### src/flash_seq_pkg.sv
/*
  flash_seq_pkg: shared constants and types for the flash command sequencer
  (device end) and its bus master (host end).
  Assumes a single 50 MHz clock, clk_sys, shared by both ends.
*/
package flash_seq_pkg;

  localparam int CLK_PERIOD_NS = 20;
  localparam int ADDR_W = 16;
  localparam int DATA_W = 8;
  localparam int CMD_ADDR_W = 12;
  localparam int N_MAIN = 8;
  localparam int N_SEC = 4;
  localparam int N_SECT = 12;
  localparam int CNT_W = 24;

  // unlock addresses, low twelve bits only
  localparam logic [11:0] UNLOCK_ADDR1 = 12'h555;
  localparam logic [11:0] UNLOCK_ADDR2 = 12'hAAA;

  // command bytes
  localparam logic [7:0] CMD_UNLOCK1 = 8'hAA;
  localparam logic [7:0] CMD_UNLOCK2 = 8'h55;
  localparam logic [7:0] CMD_IDENT = 8'h90;
  localparam logic [7:0] CMD_PROGRAM = 8'hA0;
  localparam logic [7:0] CMD_ERASE = 8'h80;
  localparam logic [7:0] CMD_SECTOR = 8'h30;
  localparam logic [7:0] CMD_BULK = 8'h10;
  localparam logic [7:0] CMD_SUSPEND = 8'hB0;
  localparam logic [7:0] CMD_RESET = 8'hF0;
  localparam logic [7:0] CMD_BYPASS = 8'h20;
  localparam logic [7:0] CMD_BYPASS_EXIT = 8'h00;

  // identifier-mode read offsets (A1:A0) and answers
  localparam logic [1:0] ID_OFFSET = 2'h1;
  localparam logic [1:0] PROT_OFFSET = 2'h2;
  localparam logic [7:0] PROT_YES = 8'h01;
  localparam logic [7:0] PROT_NO = 8'h00;
  // identifier value is arbitrary
  localparam logic [7:0] MAIN_ID_DEFAULT = 8'h5A;

  // timing
  localparam int ERASE_WIN_US = 80;
  localparam int ERASE_WIN_CYC = ERASE_WIN_US * 1000 / CLK_PERIOD_NS;
  localparam int CMD_GAP_US = 80;
  localparam int CMD_GAP_CYC = CMD_GAP_US * 1000 / CLK_PERIOD_NS;
  localparam int PROG_TIME_US = 10;
  localparam int PROG_CYC = PROG_TIME_US * 1000 / CLK_PERIOD_NS;
  localparam int ERASE_TIME_US = 1000;
  localparam int ERASE_CYC_DEFAULT = ERASE_TIME_US * 1000 / CLK_PERIOD_NS;
  localparam int HOST_SETUP_CYC = 1;
  localparam int HOST_STROBE_CYC = 3;

  typedef enum logic [3:0] {
    D_READ = 4'h0,
    D_U1 = 4'h1,
    D_U2 = 4'h3,
    D_PROG = 4'h2,
    D_E3 = 4'h6,
    D_E4 = 4'h7,
    D_E5 = 4'h5,
    D_ID = 4'h4,
    D_BYP = 4'hC,
    D_BYP_PROG = 4'hD,
    D_BYP_EXIT = 4'hF
  } dec_state_t;

  typedef enum logic [1:0] {
    E_IDLE = 2'h0,
    E_WIN = 2'h1,
    E_RUN = 2'h3,
    E_SUSP = 2'h2
  } erase_state_t;

  typedef enum logic [1:0] {
    H_IDLE = 2'h0,
    H_SETUP = 2'h1,
    H_STROBE = 2'h3,
    H_HOLD = 2'h2
  } host_state_t;

endpackage

### src/flash_bus_if.sv
/*
  flash_bus_if: parallel microcontroller bus between host end and flash
  sequencer. Assumes both ends run on the same clk_sys; data is split into
  separate write and read paths, so no wire needs resolving.
*/
`timescale 1ns/10ps
interface flash_bus_if;
  import flash_seq_pkg::*;
  logic [ADDR_W-1:0] addr;
  logic [DATA_W-1:0] wdata;
  logic [DATA_W-1:0] rdata;
  logic control_pin_zero_n;
  logic rd_n;
  logic [N_MAIN-1:0] main_sector_select;
  logic [N_SEC-1:0] secondary_sector_select;
  logic ready_busy_pin;

  modport host_end (
    output addr, wdata, control_pin_zero_n, rd_n, main_sector_select,
    output secondary_sector_select,
    input rdata, ready_busy_pin
  );
  modport device_end (
    input addr, wdata, control_pin_zero_n, rd_n, main_sector_select,
    input secondary_sector_select,
    output rdata, ready_busy_pin
  );
endinterface

### src/flash_command_sequencer.sv
/*
  flash_command_sequencer: decodes write-cycle command sequences for the
  main and secondary flash arrays and times program and erase operations.
  Assumes bus inputs are synchronous to clk_sys and the array itself sits
  on the user-side ports; program and erase algorithms are modelled as fixed
  busy times.
*/
`timescale 1ns/10ps
module flash_command_sequencer import flash_seq_pkg::*; #(
  parameter logic HAS_BYPASS = 1'b1,
  parameter logic [CNT_W-1:0] ERASE_CYC = CNT_W'(ERASE_CYC_DEFAULT),
  parameter logic [7:0] MAIN_ID = MAIN_ID_DEFAULT
) (
  input wire logic clk_sys,
  input wire logic rstn,
  flash_bus_if.device_end bus,
  output logic [ADDR_W-1:0] array_raddr,
  input wire logic [DATA_W-1:0] array_rdata,
  input wire logic [N_SECT-1:0] protect_status,
  output logic prog_start,
  output logic [ADDR_W-1:0] prog_addr,
  output logic [DATA_W-1:0] prog_data,
  output logic [N_SECT-1:0] prog_sel,
  output logic erase_start,
  output logic [N_SECT-1:0] erase_mask,
  output logic erase_suspended,
  output logic bypass_mode
);
  dec_state_t dec_reg, dec_next;
  erase_state_t er_reg;
  logic wr_prev_reg;
  logic [ADDR_W-1:0] addr_lat_reg;
  logic [N_SECT-1:0] sel_lat_reg;
  logic [CNT_W-1:0] gap_cnt_reg, prog_cnt_reg, er_cnt_reg;
  logic prog_busy_reg, bulk_reg, bypass_reg, bypass_next;
  logic wr_fall, wr_rise, cmd_ok, blocked, in_seq;
  logic [7:0] d;
  logic [11:0] a;
  logic [N_SECT-1:0] sel_now;
  logic go_prog, go_sect, add_sect, go_bulk, go_susp, go_resume;
  dec_state_t rest;

  function automatic logic [N_SECT-1:0] array_of(input logic [N_SECT-1:0] s);
    // whole array of whichever array the selects point at
    array_of = (|s[N_MAIN-1:0]) ? {{N_SEC{1'b0}}, {N_MAIN{1'b1}}} :
                                  {{N_SEC{1'b1}}, {N_MAIN{1'b0}}};
  endfunction

  assign sel_now = {bus.secondary_sector_select, bus.main_sector_select};
  assign wr_fall = wr_prev_reg & ~bus.control_pin_zero_n;
  assign wr_rise = ~wr_prev_reg & bus.control_pin_zero_n;
  assign d = bus.wdata;
  assign a = addr_lat_reg[CMD_ADDR_W-1:0];
  assign cmd_ok = wr_rise & (|sel_lat_reg);
  assign blocked = prog_busy_reg | (er_reg == E_WIN) | (er_reg == E_RUN);
  assign rest = bypass_reg ? D_BYP : D_READ;
  assign in_seq = (dec_reg != D_READ) && (dec_reg != D_ID) && (dec_reg != D_BYP);
  assign array_raddr = bus.addr;
  assign erase_suspended = (er_reg == E_SUSP);
  assign bypass_mode = bypass_reg;

  always_ff @(posedge clk_sys or negedge rstn) begin
    if (!rstn) begin
      wr_prev_reg <= 1'b1;
      addr_lat_reg <= '0;
      sel_lat_reg <= '0;
    end else begin
      wr_prev_reg <= bus.control_pin_zero_n;
      if (wr_fall) begin
        addr_lat_reg <= bus.addr;
        sel_lat_reg <= sel_now;
      end
    end
  end

  always_comb begin
    dec_next = dec_reg;
    bypass_next = bypass_reg;
    go_prog = 1'b0;
    go_sect = 1'b0;
    add_sect = 1'b0;
    go_bulk = 1'b0;
    go_susp = 1'b0;
    go_resume = 1'b0;
    if (cmd_ok && blocked) begin
      // operation running: only suspend or sector additions count
      if (er_reg == E_RUN && !bulk_reg && d == CMD_SUSPEND) begin
        go_susp = 1'b1;
      end
      if (er_reg == E_WIN && d == CMD_SECTOR) begin
        add_sect = 1'b1;
      end
    end else if (cmd_ok) begin
      // each selected write is decoded; a byte that continues no sequence falls back to rest; D_ID holds except on a reset, an erase resume or a first unlock write
      dec_next = rest;
      if (d == CMD_RESET && dec_reg != D_BYP) begin
        dec_next = rest;
      end else begin
        case (dec_reg)
          D_READ, D_ID: begin
            if (d == CMD_UNLOCK1 && a == UNLOCK_ADDR1) begin
              dec_next = D_U1;
            end else if (er_reg == E_SUSP && d == CMD_SECTOR) begin
              go_resume = 1'b1;
            end else if (dec_reg == D_ID) begin
              dec_next = D_ID;
            end
          end
          D_U1: begin
            if (d == CMD_UNLOCK2 && a == UNLOCK_ADDR2) begin
              dec_next = D_U2;
            end
          end
          D_U2: begin
            if (a == UNLOCK_ADDR1) begin
              case (d)
                CMD_IDENT: dec_next = D_ID;
                CMD_PROGRAM: dec_next = D_PROG;
                CMD_ERASE: dec_next = (er_reg == E_SUSP) ? rest : D_E3;
                CMD_BYPASS: begin
                  if (HAS_BYPASS && er_reg == E_IDLE) begin
                    bypass_next = 1'b1;
                    dec_next = D_BYP;
                  end
                end
                default: dec_next = rest;
              endcase
            end
          end
          D_PROG, D_BYP_PROG: begin
            // while suspended, only sectors outside the erase set
            go_prog = !(er_reg == E_SUSP && |(sel_lat_reg & erase_mask));
          end
          D_E3: begin
            if (d == CMD_UNLOCK1 && a == UNLOCK_ADDR1) begin
              dec_next = D_E4;
            end
          end
          D_E4: begin
            if (d == CMD_UNLOCK2 && a == UNLOCK_ADDR2) begin
              dec_next = D_E5;
            end
          end
          D_E5: begin
            if (d == CMD_SECTOR) begin
              go_sect = 1'b1;
            end else if (d == CMD_BULK && a == UNLOCK_ADDR1) begin
              go_bulk = 1'b1;
            end
          end
          D_BYP: begin
            if (d == CMD_PROGRAM) begin
              dec_next = D_BYP_PROG;
            end else if (d == CMD_IDENT) begin
              dec_next = D_BYP_EXIT;
            end
          end
          D_BYP_EXIT: begin
            if (d == CMD_BYPASS_EXIT) begin
              bypass_next = 1'b0;
              dec_next = D_READ;
            end
          end
          default: dec_next = rest;
        endcase
      end
    end else if (in_seq && gap_cnt_reg == CNT_W'(CMD_GAP_CYC)) begin
      dec_next = rest;
    end
  end

  always_ff @(posedge clk_sys or negedge rstn) begin
    if (!rstn) begin
      dec_reg <= D_READ;
      bypass_reg <= 1'b0;
    end else begin
      dec_reg <= dec_next;
      bypass_reg <= bypass_next;
    end
  end

  // idle time between command bytes
  always_ff @(posedge clk_sys or negedge rstn) begin
    if (!rstn) begin
      gap_cnt_reg <= '0;
    end else if (wr_rise || !in_seq) begin
      gap_cnt_reg <= '0;
    end else if (gap_cnt_reg != CNT_W'(CMD_GAP_CYC)) begin
      gap_cnt_reg <= gap_cnt_reg + CNT_W'(1);
    end
  end

  // byte program timer; decoder already back in read or bypass mode
  always_ff @(posedge clk_sys or negedge rstn) begin
    if (!rstn) begin
      prog_busy_reg <= 1'b0;
      prog_cnt_reg <= '0;
      prog_start <= 1'b0;
      prog_addr <= '0;
      prog_data <= '0;
      prog_sel <= '0;
    end else begin
      prog_start <= go_prog;
      if (go_prog) begin
        prog_busy_reg <= 1'b1;
        prog_cnt_reg <= CNT_W'(PROG_CYC - 1);
        prog_addr <= addr_lat_reg;
        prog_data <= d;
        prog_sel <= sel_lat_reg;
      end else if (prog_busy_reg) begin
        if (prog_cnt_reg == '0) begin
          prog_busy_reg <= 1'b0;
        end else begin
          prog_cnt_reg <= prog_cnt_reg - CNT_W'(1);
        end
      end
    end
  end

  // erase: addition window, run, suspend; the run count survives a suspend
  always_ff @(posedge clk_sys or negedge rstn) begin
    if (!rstn) begin
      er_reg <= E_IDLE;
      er_cnt_reg <= '0;
      erase_mask <= '0;
      erase_start <= 1'b0;
      bulk_reg <= 1'b0;
    end else begin
      erase_start <= 1'b0;
      case (er_reg)
        E_IDLE: begin
          if (go_sect) begin
            er_reg <= E_WIN;
            erase_mask <= sel_lat_reg;
            er_cnt_reg <= CNT_W'(ERASE_WIN_CYC - 1);
            bulk_reg <= 1'b0;
          end else if (go_bulk) begin
            er_reg <= E_RUN;
            erase_mask <= array_of(sel_lat_reg);
            er_cnt_reg <= ERASE_CYC - CNT_W'(1);
            erase_start <= 1'b1;
            bulk_reg <= 1'b1;
          end
        end
        E_WIN: begin
          if (add_sect) begin
            // each addition reopens the window
            erase_mask <= erase_mask | sel_lat_reg;
            er_cnt_reg <= CNT_W'(ERASE_WIN_CYC - 1);
          end else if (er_cnt_reg == '0) begin
            er_reg <= E_RUN;
            er_cnt_reg <= ERASE_CYC - CNT_W'(1);
            erase_start <= 1'b1;
          end else begin
            er_cnt_reg <= er_cnt_reg - CNT_W'(1);
          end
        end
        E_RUN: begin
          if (go_susp) begin
            er_reg <= E_SUSP;
          end else if (er_cnt_reg == '0) begin
            er_reg <= E_IDLE;
            erase_mask <= '0;
          end else begin
            er_cnt_reg <= er_cnt_reg - CNT_W'(1);
          end
        end
        E_SUSP: begin
          if (go_resume) begin
            er_reg <= E_RUN;
          end
        end
        default: er_reg <= E_IDLE;
      endcase
    end
  end

  // read data path and ready/busy
  always_ff @(posedge clk_sys or negedge rstn) begin
    if (!rstn) begin
      bus.rdata <= '0;
      bus.ready_busy_pin <= 1'b1;
    end else begin
      bus.ready_busy_pin <= ~(blocked | go_prog | go_sect | go_bulk);
      if (dec_reg == D_ID && bus.addr[1:0] == ID_OFFSET && |bus.main_sector_select) begin
        bus.rdata <= MAIN_ID;
      end else if (dec_reg == D_ID && bus.addr[1:0] == PROT_OFFSET) begin
        bus.rdata <= |(protect_status & sel_now) ? PROT_YES : PROT_NO;
      end else begin
        bus.rdata <= array_rdata;
      end
    end
  end
endmodule

### src/flat_wrapper.sv
// flat-port wrapper written by rule: the top's interface ports become plain ports
module flash_command_sequencer_flat import flash_seq_pkg::*;
#(
  parameter logic HAS_BYPASS = 1'b1,
  parameter logic [CNT_W-1:0] ERASE_CYC = CNT_W'(ERASE_CYC_DEFAULT),
  parameter logic [7:0] MAIN_ID = MAIN_ID_DEFAULT
)
  (clk_sys, rstn, array_raddr, array_rdata, protect_status, prog_start, prog_addr, prog_data, prog_sel, erase_start, erase_mask, erase_suspended, bypass_mode, bus_addr, bus_wdata, bus_control_pin_zero_n, bus_rd_n, bus_main_sector_select, bus_secondary_sector_select, bus_rdata, bus_ready_busy_pin);
  flash_bus_if bus_i ();
  input wire logic clk_sys;
  input wire logic rstn;
  output logic [ADDR_W-1:0] array_raddr;
  input wire logic [DATA_W-1:0] array_rdata;
  input wire logic [N_SECT-1:0] protect_status;
  output logic prog_start;
  output logic [ADDR_W-1:0] prog_addr;
  output logic [DATA_W-1:0] prog_data;
  output logic [N_SECT-1:0] prog_sel;
  output logic erase_start;
  output logic [N_SECT-1:0] erase_mask;
  output logic erase_suspended;
  output logic bypass_mode;
  input wire logic [$bits(bus_i.addr)-1:0] bus_addr;
  input wire logic [$bits(bus_i.wdata)-1:0] bus_wdata;
  input wire logic [$bits(bus_i.control_pin_zero_n)-1:0] bus_control_pin_zero_n;
  input wire logic [$bits(bus_i.rd_n)-1:0] bus_rd_n;
  input wire logic [$bits(bus_i.main_sector_select)-1:0] bus_main_sector_select;
  input wire logic [$bits(bus_i.secondary_sector_select)-1:0] bus_secondary_sector_select;
  output wire logic [$bits(bus_i.rdata)-1:0] bus_rdata;
  output wire logic [$bits(bus_i.ready_busy_pin)-1:0] bus_ready_busy_pin;
  assign bus_i.addr = bus_addr;
  assign bus_i.wdata = bus_wdata;
  assign bus_i.control_pin_zero_n = bus_control_pin_zero_n;
  assign bus_i.rd_n = bus_rd_n;
  assign bus_i.main_sector_select = bus_main_sector_select;
  assign bus_i.secondary_sector_select = bus_secondary_sector_select;
  assign bus_rdata = bus_i.rdata;
  assign bus_ready_busy_pin = bus_i.ready_busy_pin;
  flash_command_sequencer #(.HAS_BYPASS(HAS_BYPASS), .ERASE_CYC(ERASE_CYC), .MAIN_ID(MAIN_ID)) u_core (.clk_sys(clk_sys), .rstn(rstn), .bus(bus_i), .array_raddr(array_raddr), .array_rdata(array_rdata), .protect_status(protect_status), .prog_start(prog_start), .prog_addr(prog_addr), .prog_data(prog_data), .prog_sel(prog_sel), .erase_start(erase_start), .erase_mask(erase_mask), .erase_suspended(erase_suspended), .bypass_mode(bypass_mode));
endmodule
### config.mk
export PLATFORM = sky130hd
export DESIGN_NAME = flash_command_sequencer_flat
export DESIGN_NICKNAME = d
export VERILOG_FILES = /design/src/flash_seq_pkg.sv /design/src/flash_bus_if.sv /design/src/flash_command_sequencer.sv /design/src/flat_wrapper.sv
export SDC_FILE = /design/constraint.sdc
export NUM_CORES = 1
export LEC_CHECK = 0
export ABC_AREA = 1
export BUFFER_PORTS_ARGS = -buffer_cell sky130_fd_sc_hd__buf_4
export CORE_ASPECT_RATIO = 0.9
export CORE_MARGIN = 2
export CORE_UTILIZATION = 35
export CTS_CLUSTER_DIAMETER = 200
export DETAILED_ROUTE_END_ITERATION = 10
export HOLD_SLACK_MARGIN = 0.03
export PLACE_DENSITY = 0.57
export SLEW_MARGIN = 20
export SYNTH_ARGS = -nofsm -noshare
export SYNTH_HDL_FRONTEND = slang
export SYNTH_SLANG_ARGS = --single-unit
### constraint.sdc
create_clock -name clk_sys -period 6.4 [get_ports clk_sys]
set_clock_uncertainty 0.1 [all_clocks]
set_input_delay 1.28 -clock clk_sys [delete_from_list [all_inputs] [get_ports clk_sys]]
set_output_delay 1.28 -clock clk_sys [all_outputs]
set_load 0.03 [all_outputs]
### Yosys cells after proc, flatten, opt, wreduce, memory -nomap -nowiden

Index checks and enable logic that the tools add are counted.

| cells by class | value |
|---|---|
| eq/ne operators | 45 |
| add/subtract/negate cells | 3 |
| reduce and logical (&&, ||, !) cells | 46 |
| bitwise operators | 16 |
| multiplexer cells | 88 |

Operators with widths:

| kind | count |
|---|---|
| two-way mux 24 bit | 11 |
| two-way mux 12 bit | 6 |
| case mux 24 bit (3 select lines) | 1 |
| two-way mux 4 bit | 16 |
| == test 8 bit, second input constant | 6 |
| logical NOT 24 bit | 2 |
| subtractor 24 x 1 -> 24 bit, second input constant | 2 |
| two-way mux 1 bit | 39 |
| case mux 12 bit (3 select lines) | 1 |
| OR reduction 12 bit | 3 |
| case mux 4 bit (7 select lines) | 1 |
| adder 24 x 1 -> 24 bit, second input constant | 1 |
| bitwise AND 12 bit | 2 |
| == test 24 x 12 -> 1 bit, second input constant | 1 |
| != test 24 x 12 -> 1 bit, second input constant | 1 |
| == test 4 x 3 -> 1 bit, second input constant | 4 |
| == test 8 x 6 -> 1 bit, second input constant | 2 |
| logical AND 1 bit | 16 |
| two-way mux 8 bit | 2 |
| case mux 4 bit (4 select lines) | 1 |
| OR reduction 8 bit | 2 |
| two-way mux 2 bit | 7 |
| != test 2 x 1 -> 1 bit, second input constant | 7 |
| == test 12 x 11 -> 1 bit, second input constant | 1 |
| 32 further kinds | 63 |

| storage, ports and cells | value |
|---|---|
| input bits | 60 |
| bits in registers | 169 |

### Logic depth before layout (Yosys ltp)

Gate-level depths: netlist of run 1.

| logic depth | value |
|---|---|
| depth after elaboration | 12 |
| gate-level depth with buffers | 15 |

### Worst setup path before layout of run 1

OpenSTA, ideal clock, no wires.

| timing | value |
|---|---|
| path type | input to output |
| start | input port bus_addr[0] |
| end | output port array_raddr[0] |
| required time | 5.020 ns |
| buffers on the path | 1 |
| path slack | 3.595 ns |
| stages | 1 |
| arrival | 1.425 ns |
| cells stage by stage | buf_4 |

RTL lines:

| element | RTL line | RTL |
|---|---|---|
| start: declaration | flat_wrapper.sv:23 | `input wire logic [$bits(bus_i.addr)-1:0] bus_addr;` |
| end: declaration | flat_wrapper.sv:12 | `output logic [ADDR_W-1:0] array_raddr;` |

No word-level cell between the ends.

### Final worst setup path of run 1

| timing | value |
|---|---|
| start | register u_core.er_reg[1] |
| end | register u_core.prog_cnt_reg[18] |

| on the way | value |
|---|---|
| cells in the longest elaborated chain, start to end | 9 |
| elaborated cells between the ends (all ways) | 16 |
| those cells by class | eq/ne: 4; mux: 5; bitwise: 2; reduce/logical: 5 |

RTL lines:

| element | RTL line | RTL |
|---|---|---|
| start: declaration | flash_command_sequencer.sv:30 | `erase_state_t er_reg;` |
| start signal: assignment | flash_command_sequencer.sv:223 | `er_reg <= E_IDLE;` |
| start signal: assignment | flash_command_sequencer.sv:233 | `er_reg <= E_WIN;` |
| start signal: assignment | flash_command_sequencer.sv:238 | `er_reg <= E_RUN;` |
| == test 2 bit | flash_command_sequencer.sv:132 | `go_prog = !(er_reg == E_SUSP && \|(sel_lat_reg & erase_mask));` |
| logical AND 1 bit | flash_command_sequencer.sv:132 |  |
| logical NOT 1 bit | flash_command_sequencer.sv:132 |  |
| two-way mux 1 bit | flash_command_sequencer.sv:99 | `case (dec_reg)` |
| two-way mux 1 bit | flash_command_sequencer.sv:96 | `if (d == CMD_RESET && dec_reg != D_BYP) begin` |
| two-way mux 1 bit | flash_command_sequencer.sv:93 | `end else if (cmd_ok) begin` |
| two-way mux 1 bit * | flash_command_sequencer.sv:85 | `if (cmd_ok && blocked) begin` |
| != test 2 x 1 -> 1 bit (no source line) / nonzero test 2 bit (equally long branches) | - |  |
| AND reduction 2 bit (no source line) | - |  |
| end signal: assignment | flash_command_sequencer.sv:206 | `prog_cnt_reg <= CNT_W'(PROG_CYC - 1);` |
| end signal: assignment | flash_command_sequencer.sv:214 | `prog_cnt_reg <= prog_cnt_reg - CNT_W'(1);` |
| end: declaration | flash_command_sequencer.sv:34 | `logic [CNT_W-1:0] gap_cnt_reg, prog_cnt_reg, er_cnt_reg;` |

Mark *: on every way between the ends. The rest lies on a longest branch, timed or not.
A chain may end at the register's enable or synchronous reset.

==> impl_metrics.env, run 1 <==
export IMPL_grt_ovfl_total=0
export IMPL_yosysMostFrequentCell="nand2_1"
export IMPL_numCtsBuffers=17
export IMPL_fp_dieW_microns=184
export IMPL_place_ws_ns=2.10
export IMPL_syn_area_sq_mm=0.0102
export IMPL_synthCells=1422
export IMPL_core_area_sq_mm=0.0287
export IMPL_hold_path_class="reg2reg"
export IMPL_synth_simple_gate_area_share_pct=37.4
export IMPL_fin_setup_tns_ns=0
export IMPL_report_final_slew_viol_count=0
export IMPL_peakVddDrop_uv=192
export IMPL_cts_tree="yes"
export IMPL_ant_nets=0
export IMPL_ios=137
export IMPL_fillers=2977
export IMPL_track_usage_pct=18.8
export IMPL_wl_met2_microns=12100
export IMPL_critPathLaunchType="flip-flop"
export IMPL_ys_seq_area_share_pct=41.6
export IMPL_vias_per_cell=4.90
export IMPL_grt_pass1_vias=8823
export IMPL_gp_congestion=0.888
export IMPL_post_route_period_util_pct=62.7
export IMPL_diodes=0
export IMPL_cts_max_level=4
export IMPL_drt_iter0_markers=615
export IMPL_p_leak_nw=5.59
export IMPL_synth_xor_area_share_pct=3.19
export IMPL_clockBufferDepth=2
export IMPL_netlist_area_leader_share_pct=41.1
export IMPL_wl_microns=27400
export IMPL_setup_violations=0
export IMPL_grt_first_pass_wirelength_microns=46100
export IMPL_maxCapViolCount=0
export IMPL_synth_edff_count=0
export IMPL_synth_top_family_by_area="simple AND/OR/NAND/NOR gates"
export IMPL_cts_resized_gates=0
export IMPL_whs_ns=0.388
export IMPL_hold_viol_final=0
export IMPL_worstPathRequired_ns=6.67
export IMPL_synth_compound_area_share_pct=7.92
export IMPL_max_clock_freq_ghz=0.249
export IMPL_clock_latency_ns=0.44
export IMPL_synth_adder_area_share_pct=1.35
export IMPL_async_reset_ff_share_pct=100
export IMPL_syn_avg_cell_area_sq_um=7.15
export IMPL_routedWlPerCell_microns=14.4
export IMPL_std_cell_rows=59
export IMPL_dieArea_sq_mm=0.0304
export IMPL_die_h_microns=166
export IMPL_synth_mux_area_share_pct=0
export IMPL_syn_num_nets=1493
export IMPL_ys_flop_type="dfrtp_1"
export IMPL_yosysUniqueCellTypes=49
export IMPL_worstPathArrival_ns=4.29
export IMPL_top_layer_used="met4"
export IMPL_initial_core_util_pct=35.4
export IMPL_p_per_area_mw_per_mm2=196
export IMPL_synth_area_leaders="dfrtp_1, nand2_1, nor2_1"
export IMPL_clk_pin_slew_ns=0.08
export IMPL_crit_type="reg2reg"
export IMPL_io_buffers=135
export IMPL_grt_max_degree=64
export IMPL_hold_buffers=0
export IMPL_period_minus_slack_ns=4.02
export IMPL_layout_drive_gt1_share_pct=14.7
export IMPL_drt_met1_wl_microns=13700
export IMPL_crit_fanout=42
export IMPL_p_total_mw=2.33
export IMPL_finalWorstSetupSlack_ns=2.38
export IMPL_critPathCaptureType="flip-flop"
export IMPL_status="finished, final reports clean"
export IMPL_final_nets=1594
export IMPL_num_vias=9313
export IMPL_grt_antenna_before_repair=0
export IMPL_firstDrtPassIters=5
export IMPL_fin_util_pct=41.4
export IMPL_cts_sinks=169
export IMPL_synthTopCellsByCount="nand2_1, nor2_1, dfrtp_1"
export IMPL_cts_root_buf="clkbuf_16"
export IMPL_dpl_hpwl_microns=20100
export IMPL_synth_top_area_cell="dfrtp_1"
export IMPL_postCtsSetupBuffers=0
export IMPL_synthToLayoutAreaGrowth_pct=16.8
export IMPL_slew_headroom_pct=30.4
export IMPL_rsz0062_at_grt="no"
export IMPL_yosysWarnings=0
export IMPL_ys_ff_latch=169
export IMPL_worst_pin_slew_ns=1.04
export IMPL_drcViolationCount=0
export IMPL_wl_met3_microns=1290
-- routing by layer --
metal  global-route usage, %  vias up
met5                       0        -
met4                    4.56        0
met3                    3.80       18
met2                    28.4      184
met1                    27.4     4350
li1                        -     4761
-- cells by family (layout without fill, tap and decap cells) --
kind of cell,after synthesis,count (layout)
DFF,169,169
AOI/OAI and AO/OA,143,143
xor gates and xnor gates,37,37
adders and majority gates,11,11
buffers and inverters,194,308
and+or+nand+nor,868,868
-- worst max-delay path: stages, from the launching register on --
cell and delay [ns]:
dfrtp_1 0.45, inv_1 0.11, ha_1 0.81, inv_2 0.13, nand2_4 0.21, nor2_8 0.09
nand4_2 0.14, inv_2 0.07, nand2_2 0.54, nand2_1 0.65, inv_2 0.45, nand2_1 0.09
nand2_1 0.08
-- path summary, 6_finish.rpt --
kind,endpoint,cells past startpoint,startpoint,slack [ns]
worst min-delay path,u_core.prog_data[1]$_DFFE_PN0N_,2,u_core.prog_data[1]$_DFFE_PN0N_,0.39
min in group asynchronous,u_core.addr_lat_reg[13]$_DFFE_PN0P_,1,rstn,0.68
max in group asynchronous,u_core.prog_busy_reg$_DFF_PN0_,2,rstn,4.27
worst min register to register,u_core.prog_data[1]$_DFFE_PN0N_,2,u_core.prog_data[1]$_DFFE_PN0N_,0.39
worst max-delay path,u_core.prog_cnt_reg[18]$_DFFE_PN0P_,12,u_core.er_reg[1]$_DFFE_PN0P_,2.38
worst max register to register,u_core.prog_cnt_reg[18]$_DFFE_PN0P_,12,u_core.er_reg[1]$_DFFE_PN0P_,2.38
-- final cells by class --
type,count,area [sq um],share of cell area (%)
inverters,136,517,4.35
repair buffers,140,1050,8.88
well taps,366,458,3.85
clock buffers,19,433,3.64
flip-flops and latches,169,4230,35.6
clock inverters,13,110,0.927
multi-input cells,1059,5080,42.7
-- power breakdown --
| part | internal, mW | switching [mW] |
|---|---|---|
| Combinational | 0.0722 | 0.131 |
| Clock | 0.509 | 0.488 |
| Sequential | 1.10 | 0.0315 |
| Total | 1.68 | 0.651 |
-- layout by cell type, fill, tap and decap left out, types with 3 or more instances in the layout --
master	n
nand2_1	446
nor2_1	182
dfrtp_1	167
buf_4	139
nand3_1	119
inv_1	118
o21ai_0	66
a21oi_1	51
nand4_1	34
xor2_1	31
nand3b_1	22
nor3_1	21
clkbuf_16	17
inv_2	14
ha_1	11
nor2_2	9
nor4_1	6
nand2_2	6
or2_2	6
xnor2_1	6
o211ai_1	5
inv_6	5
nor2_4	4
nand2_4	4
a211oi_1	4
clkinv_2	3
a22o_1	3
a31oi_1	3
clkinvlp_4	3
inv_8	3
-- through the flow --
step / instances / cell area, sq um
after detailed placement: 1870 / 11300
after CTS: 1902 / 11900
final: 1902 / 11900
after floorplan: 1422 / 10200
after global routing: 1902 / 11900
after global placement: 1870 / 11300
(Power assumes the default switching activity.)
==> inputs of run 2 (changes only) <==
==> constraint.sdc (replaced) <==
create_clock -name clk_sys -period 4.1 [get_ports clk_sys]
set_clock_uncertainty 0.1 [all_clocks]
set_input_delay 0.82 -clock clk_sys [delete_from_list [all_inputs] [get_ports clk_sys]]
set_output_delay 0.82 -clock clk_sys [all_outputs]
set_load 0.03 [all_outputs]
==> impl_metrics.env, run 2 (synthesis gave the netlist of run 1 again) <==
export IMPL_gp_congestion=0.891
export IMPL_postCtsSetupBuffers=0
export IMPL_worstPathRequired_ns=4.33
export IMPL_dp_cells=1877
export IMPL_numCtsBuffers=17
export IMPL_drcViolationCount=0
export IMPL_place_ws_ns=0.861
export IMPL_p_per_area_mw_per_mm2=309
export IMPL_setup_violations=0
export IMPL_maxCapViolCount=0
export IMPL_ant_nets=0
export IMPL_clk_pin_slew_ns=0.07
export IMPL_final_cells=1909
export IMPL_firstDrtPassIters=5
export IMPL_peakVddDrop_uv=308
export IMPL_grt_antenna_before_repair=0
export IMPL_crit_chain="ha_1, clkinv_2, nand2_4, nor2_8, nand4_2, nor2_2, nor2_4, nor2_8, buf_4, nand2_4, nand2_1, nand2_1"
export IMPL_whs_ns=0.272
export IMPL_vias_per_cell=4.86
export IMPL_slew_headroom_pct=53.8
export IMPL_fp_dieW_microns=184
export IMPL_cts_tree="yes"
export IMPL_diodes=0
export IMPL_core_area_sq_mm=0.0287
export IMPL_hold_buffers=0
export IMPL_clockBufferDepth=2
export IMPL_cts_max_level=4
export IMPL_cpPeakStageDelay_ns=0.45
export IMPL_critPathCaptureType="flip-flop"
export IMPL_report_final_slew_viol_count=0
export IMPL_post_route_period_util_pct=74.4
export IMPL_layout_commonest_cell="nand2_1"
export IMPL_hold_viol_final=0
export IMPL_cts_root_buf="clkbuf_16"
export IMPL_hold_path_class="in2async"
export IMPL_fillers=3015
export IMPL_grt_ovfl_total=0
export IMPL_final_cell_area_sq_mm=0.0120
export IMPL_rsz0062_at_grt="no"
export IMPL_worst_pin_slew_ns=0.687
export IMPL_grt_pass1_vias=8797
export IMPL_max_clock_freq_ghz=0.328
export IMPL_synthToLayoutAreaGrowth_pct=17.8
export IMPL_period_minus_slack_ns=3.05
export IMPL_initial_core_util_pct=35.4
export IMPL_grt_first_pass_wirelength_microns=45400
export IMPL_clock_latency_ns=0.44
export IMPL_placed_area_sq_mm=0.0114
export IMPL_worstPathArrival_ns=3.28
export IMPL_critPathLaunchType="flip-flop"
export IMPL_crit_type="reg2reg"
export IMPL_layout_drive_gt1_share_pct=15.2
export IMPL_track_usage_pct=18.4
export IMPL_num_vias=9280
export IMPL_std_cell_rows=59
export IMPL_final_nets=1601
export IMPL_status="finished, final reports clean"
export IMPL_die_h_microns=166
export IMPL_fin_setup_tns_ns=0
export IMPL_cp_top_family="simple AND/OR/NAND/NOR gates"
export IMPL_cts_sinks=169
export IMPL_cp_num_buf_inv=2
export IMPL_layout_common_cells="nand2_1, nor2_1, dfrtp_1, buf_4, nand3_1"
export IMPL_ios=137
export IMPL_dpl_hpwl_microns=20400
export IMPL_p_leak_nw=5.66
export IMPL_routedWlPerCell_microns=14.3
export IMPL_cts_resized_gates=0
export IMPL_finalWorstSetupSlack_ns=1.05
export IMPL_grt_max_degree=83
export IMPL_io_buffers=135
export IMPL_wl_microns=27400
export IMPL_dieArea_sq_mm=0.0304
export IMPL_drt_iter0_markers=608
export IMPL_crit_fanout=21
export IMPL_slowest_stage="dfrtp_1"
[run 2: report_power, final]
| group | internal (mW) | total (mW) | switching, mW | leakage [nW] |
|---|---|---|---|---|
| registers | 1.71 | 1.76 | 0.0495 | 1.97 |
| clock network | 0.873 | 1.62 | 0.744 | 0.289 |
| logic | 0.115 | 0.322 | 0.207 | 3.40 |
[run 2: layout make-up]
type	instances	area (sq um)	area share, %
Multi-Input combinational cell	1059	5080	42.4
Sequential cell	169	4230	35.3
Timing Repair Buffer	147	1120	9.35
Inverter	136	517	4.31
Tap cell	366	458	3.82
Clock buffer	19	443	3.70
Clock inverter	13	131	1.10
[run 2: metrics by stage]
step	total power [mW]	utilization, %
2_1_floorplan	1.96	-
3_3_place_gp	2.11	39.7
3_5_place_dp	2.12	39.7
4_1_cts	3.75	41.7
5_1_grt	3.86	41.7
6_report	3.70	41.7
[run 2: final timing paths]
check | start | to | slack [ns] | depth (start not counted)
min in group clk_sys | u_core.prog_sel[3]$_DFFE_PN0N_ | u_core.prog_sel[3]$_DFFE_PN0N_ | 0.38 | 2
max reg2reg | u_core.er_reg[1]$_DFFE_PN0P_ | u_core.erase_mask[5]$_DFFE_PN0P_ | 1.05 | 12
max | u_core.er_reg[1]$_DFFE_PN0P_ | u_core.erase_mask[5]$_DFFE_PN0P_ | 1.05 | 12
max in group asynchronous | rstn | u_core.bus.ready_busy_pin$_DFF_PN1_ | 2.72 | 2
min | rstn | u_core.addr_lat_reg[13]$_DFFE_PN0P_ | 0.27 | 1
min reg2reg | u_core.prog_sel[3]$_DFFE_PN0N_ | u_core.prog_sel[3]$_DFFE_PN0N_ | 0.38 | 2
[run 2: routing by layer]
layer / track usage (%) / vias to the layer above / wire [microns]
met4: 4.28 / 0 / 336
met2: 27.7 / 173 / 11800
li1: - / 4765 / -
met1: 27.3 / 4325 / 14100
met3: 3.69 / 17 / 1130
met5: 0 / - / 0
==> inputs of run 3 (changes only) <==
--- a/config.mk
+++ b/config.mk
@@ -13,7 +13,7 @@
 export CTS_CLUSTER_DIAMETER = 200
 export DETAILED_ROUTE_END_ITERATION = 10
 export HOLD_SLACK_MARGIN = 0.03
-export PLACE_DENSITY = 0.57
+export PLACE_DENSITY = 0.59
 export SLEW_MARGIN = 20
 export SYNTH_ARGS = -nofsm -noshare
 export SYNTH_HDL_FRONTEND = slang
==> constraint.sdc (replaced) <==
create_clock -name clk_sys -period 2.7 [get_ports clk_sys]
set_clock_uncertainty 0.1 [all_clocks]
set_input_delay 0.54 -clock clk_sys [delete_from_list [all_inputs] [get_ports clk_sys]]
set_output_delay 0.54 -clock clk_sys [all_outputs]
set_load 0.03 [all_outputs]
==> impl_metrics.env, run 3 (synthesis gave the netlist of run 1 again) <==
export IMPL_vias_per_cell=4.89
export IMPL_grt_ovfl_total=0
export IMPL_whs_ns=0.111
export IMPL_clockBufferDepth=2
export IMPL_critPathCaptureType="flip-flop"
export IMPL_track_usage_pct=18.4
export IMPL_cts_root_buf="clkbuf_16"
export IMPL_critPathLaunchType="flip-flop"
export IMPL_grt_pass1_vias=8820
export IMPL_p_per_area_mw_per_mm2=464
export IMPL_cts_sinks=169
export IMPL_layout_drive_gt1_share_pct=15.8
export IMPL_clk_pin_slew_ns=0.07
export IMPL_setup_violations=0
export IMPL_drcViolationCount=0
export IMPL_p_leak_nw=5.72
export IMPL_drt_iter0_markers=668
export IMPL_wl_microns=27100
export IMPL_p_switching_mw=1.52
export IMPL_dpl_hpwl_microns=20600
export IMPL_ios=137
export IMPL_hold_path_class="in2reg"
export IMPL_io_buffers=135
export IMPL_final_nets=1615
export IMPL_rrSetupSlack_ns=0.17
export IMPL_initial_core_util_pct=35.4
export IMPL_num_vias=9405
export IMPL_cpPeakStageDelay_ns=0.47
export IMPL_die_h_microns=166
export IMPL_numCtsBuffers=17
export IMPL_hold_viol_final=0
export IMPL_p_seq_share_pct=47.5
export IMPL_fp_dieW_microns=184
export IMPL_grt_max_degree=61
export IMPL_cp_top_family="buffers and inverters"
export IMPL_max_clock_freq_ghz=0.395
export IMPL_grt_first_pass_wirelength_microns=45400
export IMPL_dieArea_sq_mm=0.0304
export IMPL_cts_max_level=4
export IMPL_rsz0062_at_grt="no"
export IMPL_synthToLayoutAreaGrowth_pct=19.1
export IMPL_firstDrtPassIters=6
export IMPL_p_total_mw=5.62
export IMPL_crit_type="reg2reg"
export IMPL_std_cell_rows=59
export IMPL_clock_latency_ns=0.45
export IMPL_core_area_sq_mm=0.0287
export IMPL_report_final_slew_viol_count=0
export IMPL_grt_antenna_before_repair=0
export IMPL_layout_common_cells="nand2_1, nor2_1, dfrtp_1, buf_4, nand3_1"
export IMPL_gp_congestion=0.899
export IMPL_post_route_period_util_pct=93.7
export IMPL_fin_setup_tns_ns=0
export IMPL_worstPathArrival_ns=2.80
export IMPL_worstPathRequired_ns=2.97
export IMPL_period_minus_slack_ns=2.53
export IMPL_layout_commonest_cell="nand2_1"
export IMPL_postCtsSetupBuffers=0
export IMPL_cts_tree="yes"
export IMPL_slowest_stage="inv_1"
export IMPL_combPwrFrac_pct=8.8
export IMPL_crit_chain="inv_1, ha_1, inv_2, nand2_4, nor2_8, nand4_2, inv_2, nand2_2, inv_1, nor3_1, buf_4"
export IMPL_peakVddDrop_uv=434
export IMPL_diodes=0
export IMPL_switching_share_pct=27.1
export IMPL_routedWlPerCell_microns=14.1
export IMPL_ant_nets=0
export IMPL_clkPwrFrac_pct=43.6
export IMPL_maxCapViolCount=0
export IMPL_worst_pin_slew_ns=0.584
export IMPL_cp_num_buf_inv=5
export IMPL_slew_headroom_pct=61.0
export IMPL_internal_power_mw=4.10
export IMPL_status="finished, final reports clean"
export IMPL_crit_fanout=17
run 3: changes by cell type in the layout (fill, tap and decap cells not counted), sizes merged:
cell / change
clkinv: -2
clkinvlp: +2
buf: +13
inv: -1
dlygate4sd3: +1
run 3: final timing paths:
| check | startpoint | to | cells after the start |
|---|---|---|---|
| setup reg to reg | u_core.er_reg[1]$_DFFE_PN0P_ | u_core.bus.ready_busy_pin$_DFF_PN1_ | 11 |
| min in group asynchronous | rstn | u_core.prog_start$_DFF_PN0_ | 2 |
| hold / removal | bus_control_pin_zero_n | u_core.wr_prev_reg$_DFF_PN1_ | 1 |
| max in group asynchronous | rstn | u_core.er_cnt_reg[18]$_DFFE_PN0P_ | 3 |
| setup / recovery | u_core.er_reg[1]$_DFFE_PN0P_ | u_core.bus.ready_busy_pin$_DFF_PN1_ | 11 |
| hold reg to reg | u_core.prog_data[2]$_DFFE_PN0N_ | u_core.prog_data[2]$_DFFE_PN0N_ | 2 |
run 3: what timing repair did:
item,4_1_cts,5_1_grt
endpoints found under the hold margin,23,0
hold buffers,1,0
resized for setup,0,1
setup endpoints to repair,0,7
run 3: area by class of cell:
type | instances | area [sq um]
sequential | 169 | 4230
tap | 366 | 458
clock inverter | 12 | 129
clock buffer | 19 | 443
inverter | 136 | 517
timing repair buffer | 161 | 1250
multi-input combinational | 1059 | 5080
fill | 2926 | 16600
run 3: power groups by stage:
stage	logic, mW	registers, mW	clock network [mW]
floorplan	0.260	2.72	0
global placement	0.497	2.72	0
detailed placement	0.503	2.72	0
CTS	0.506	2.67	2.51
global route	0.562	2.68	2.62
finish	0.497	2.67	2.45
run 3: per-layer routing:
layer	vias to the layer above	GRT usage, %	part of all wire [%]
li1	4808	-	-
met2	212	27.8	44
met5	-	0	0
met3	19	3.58	4.3
met1	4366	26.9	50
met4	0	4.31	1.1
run 3: stage by stage:
stage | std cells | utilization, % | setup slack [ns] | cell area, sq um
after detailed placement | 1890 | 40.1 | 0.174 | 11500
after global placement | 1890 | 40.1 | 0.221 | 11500
final | 1922 | 42.2 | 0.170 | 12100
after floorplan | 1422 | - | 0.515 | 10200
after CTS | 1922 | 42.2 | 0.160 | 12100
after global routing | 1922 | 42.2 | 0.00891 | 12100
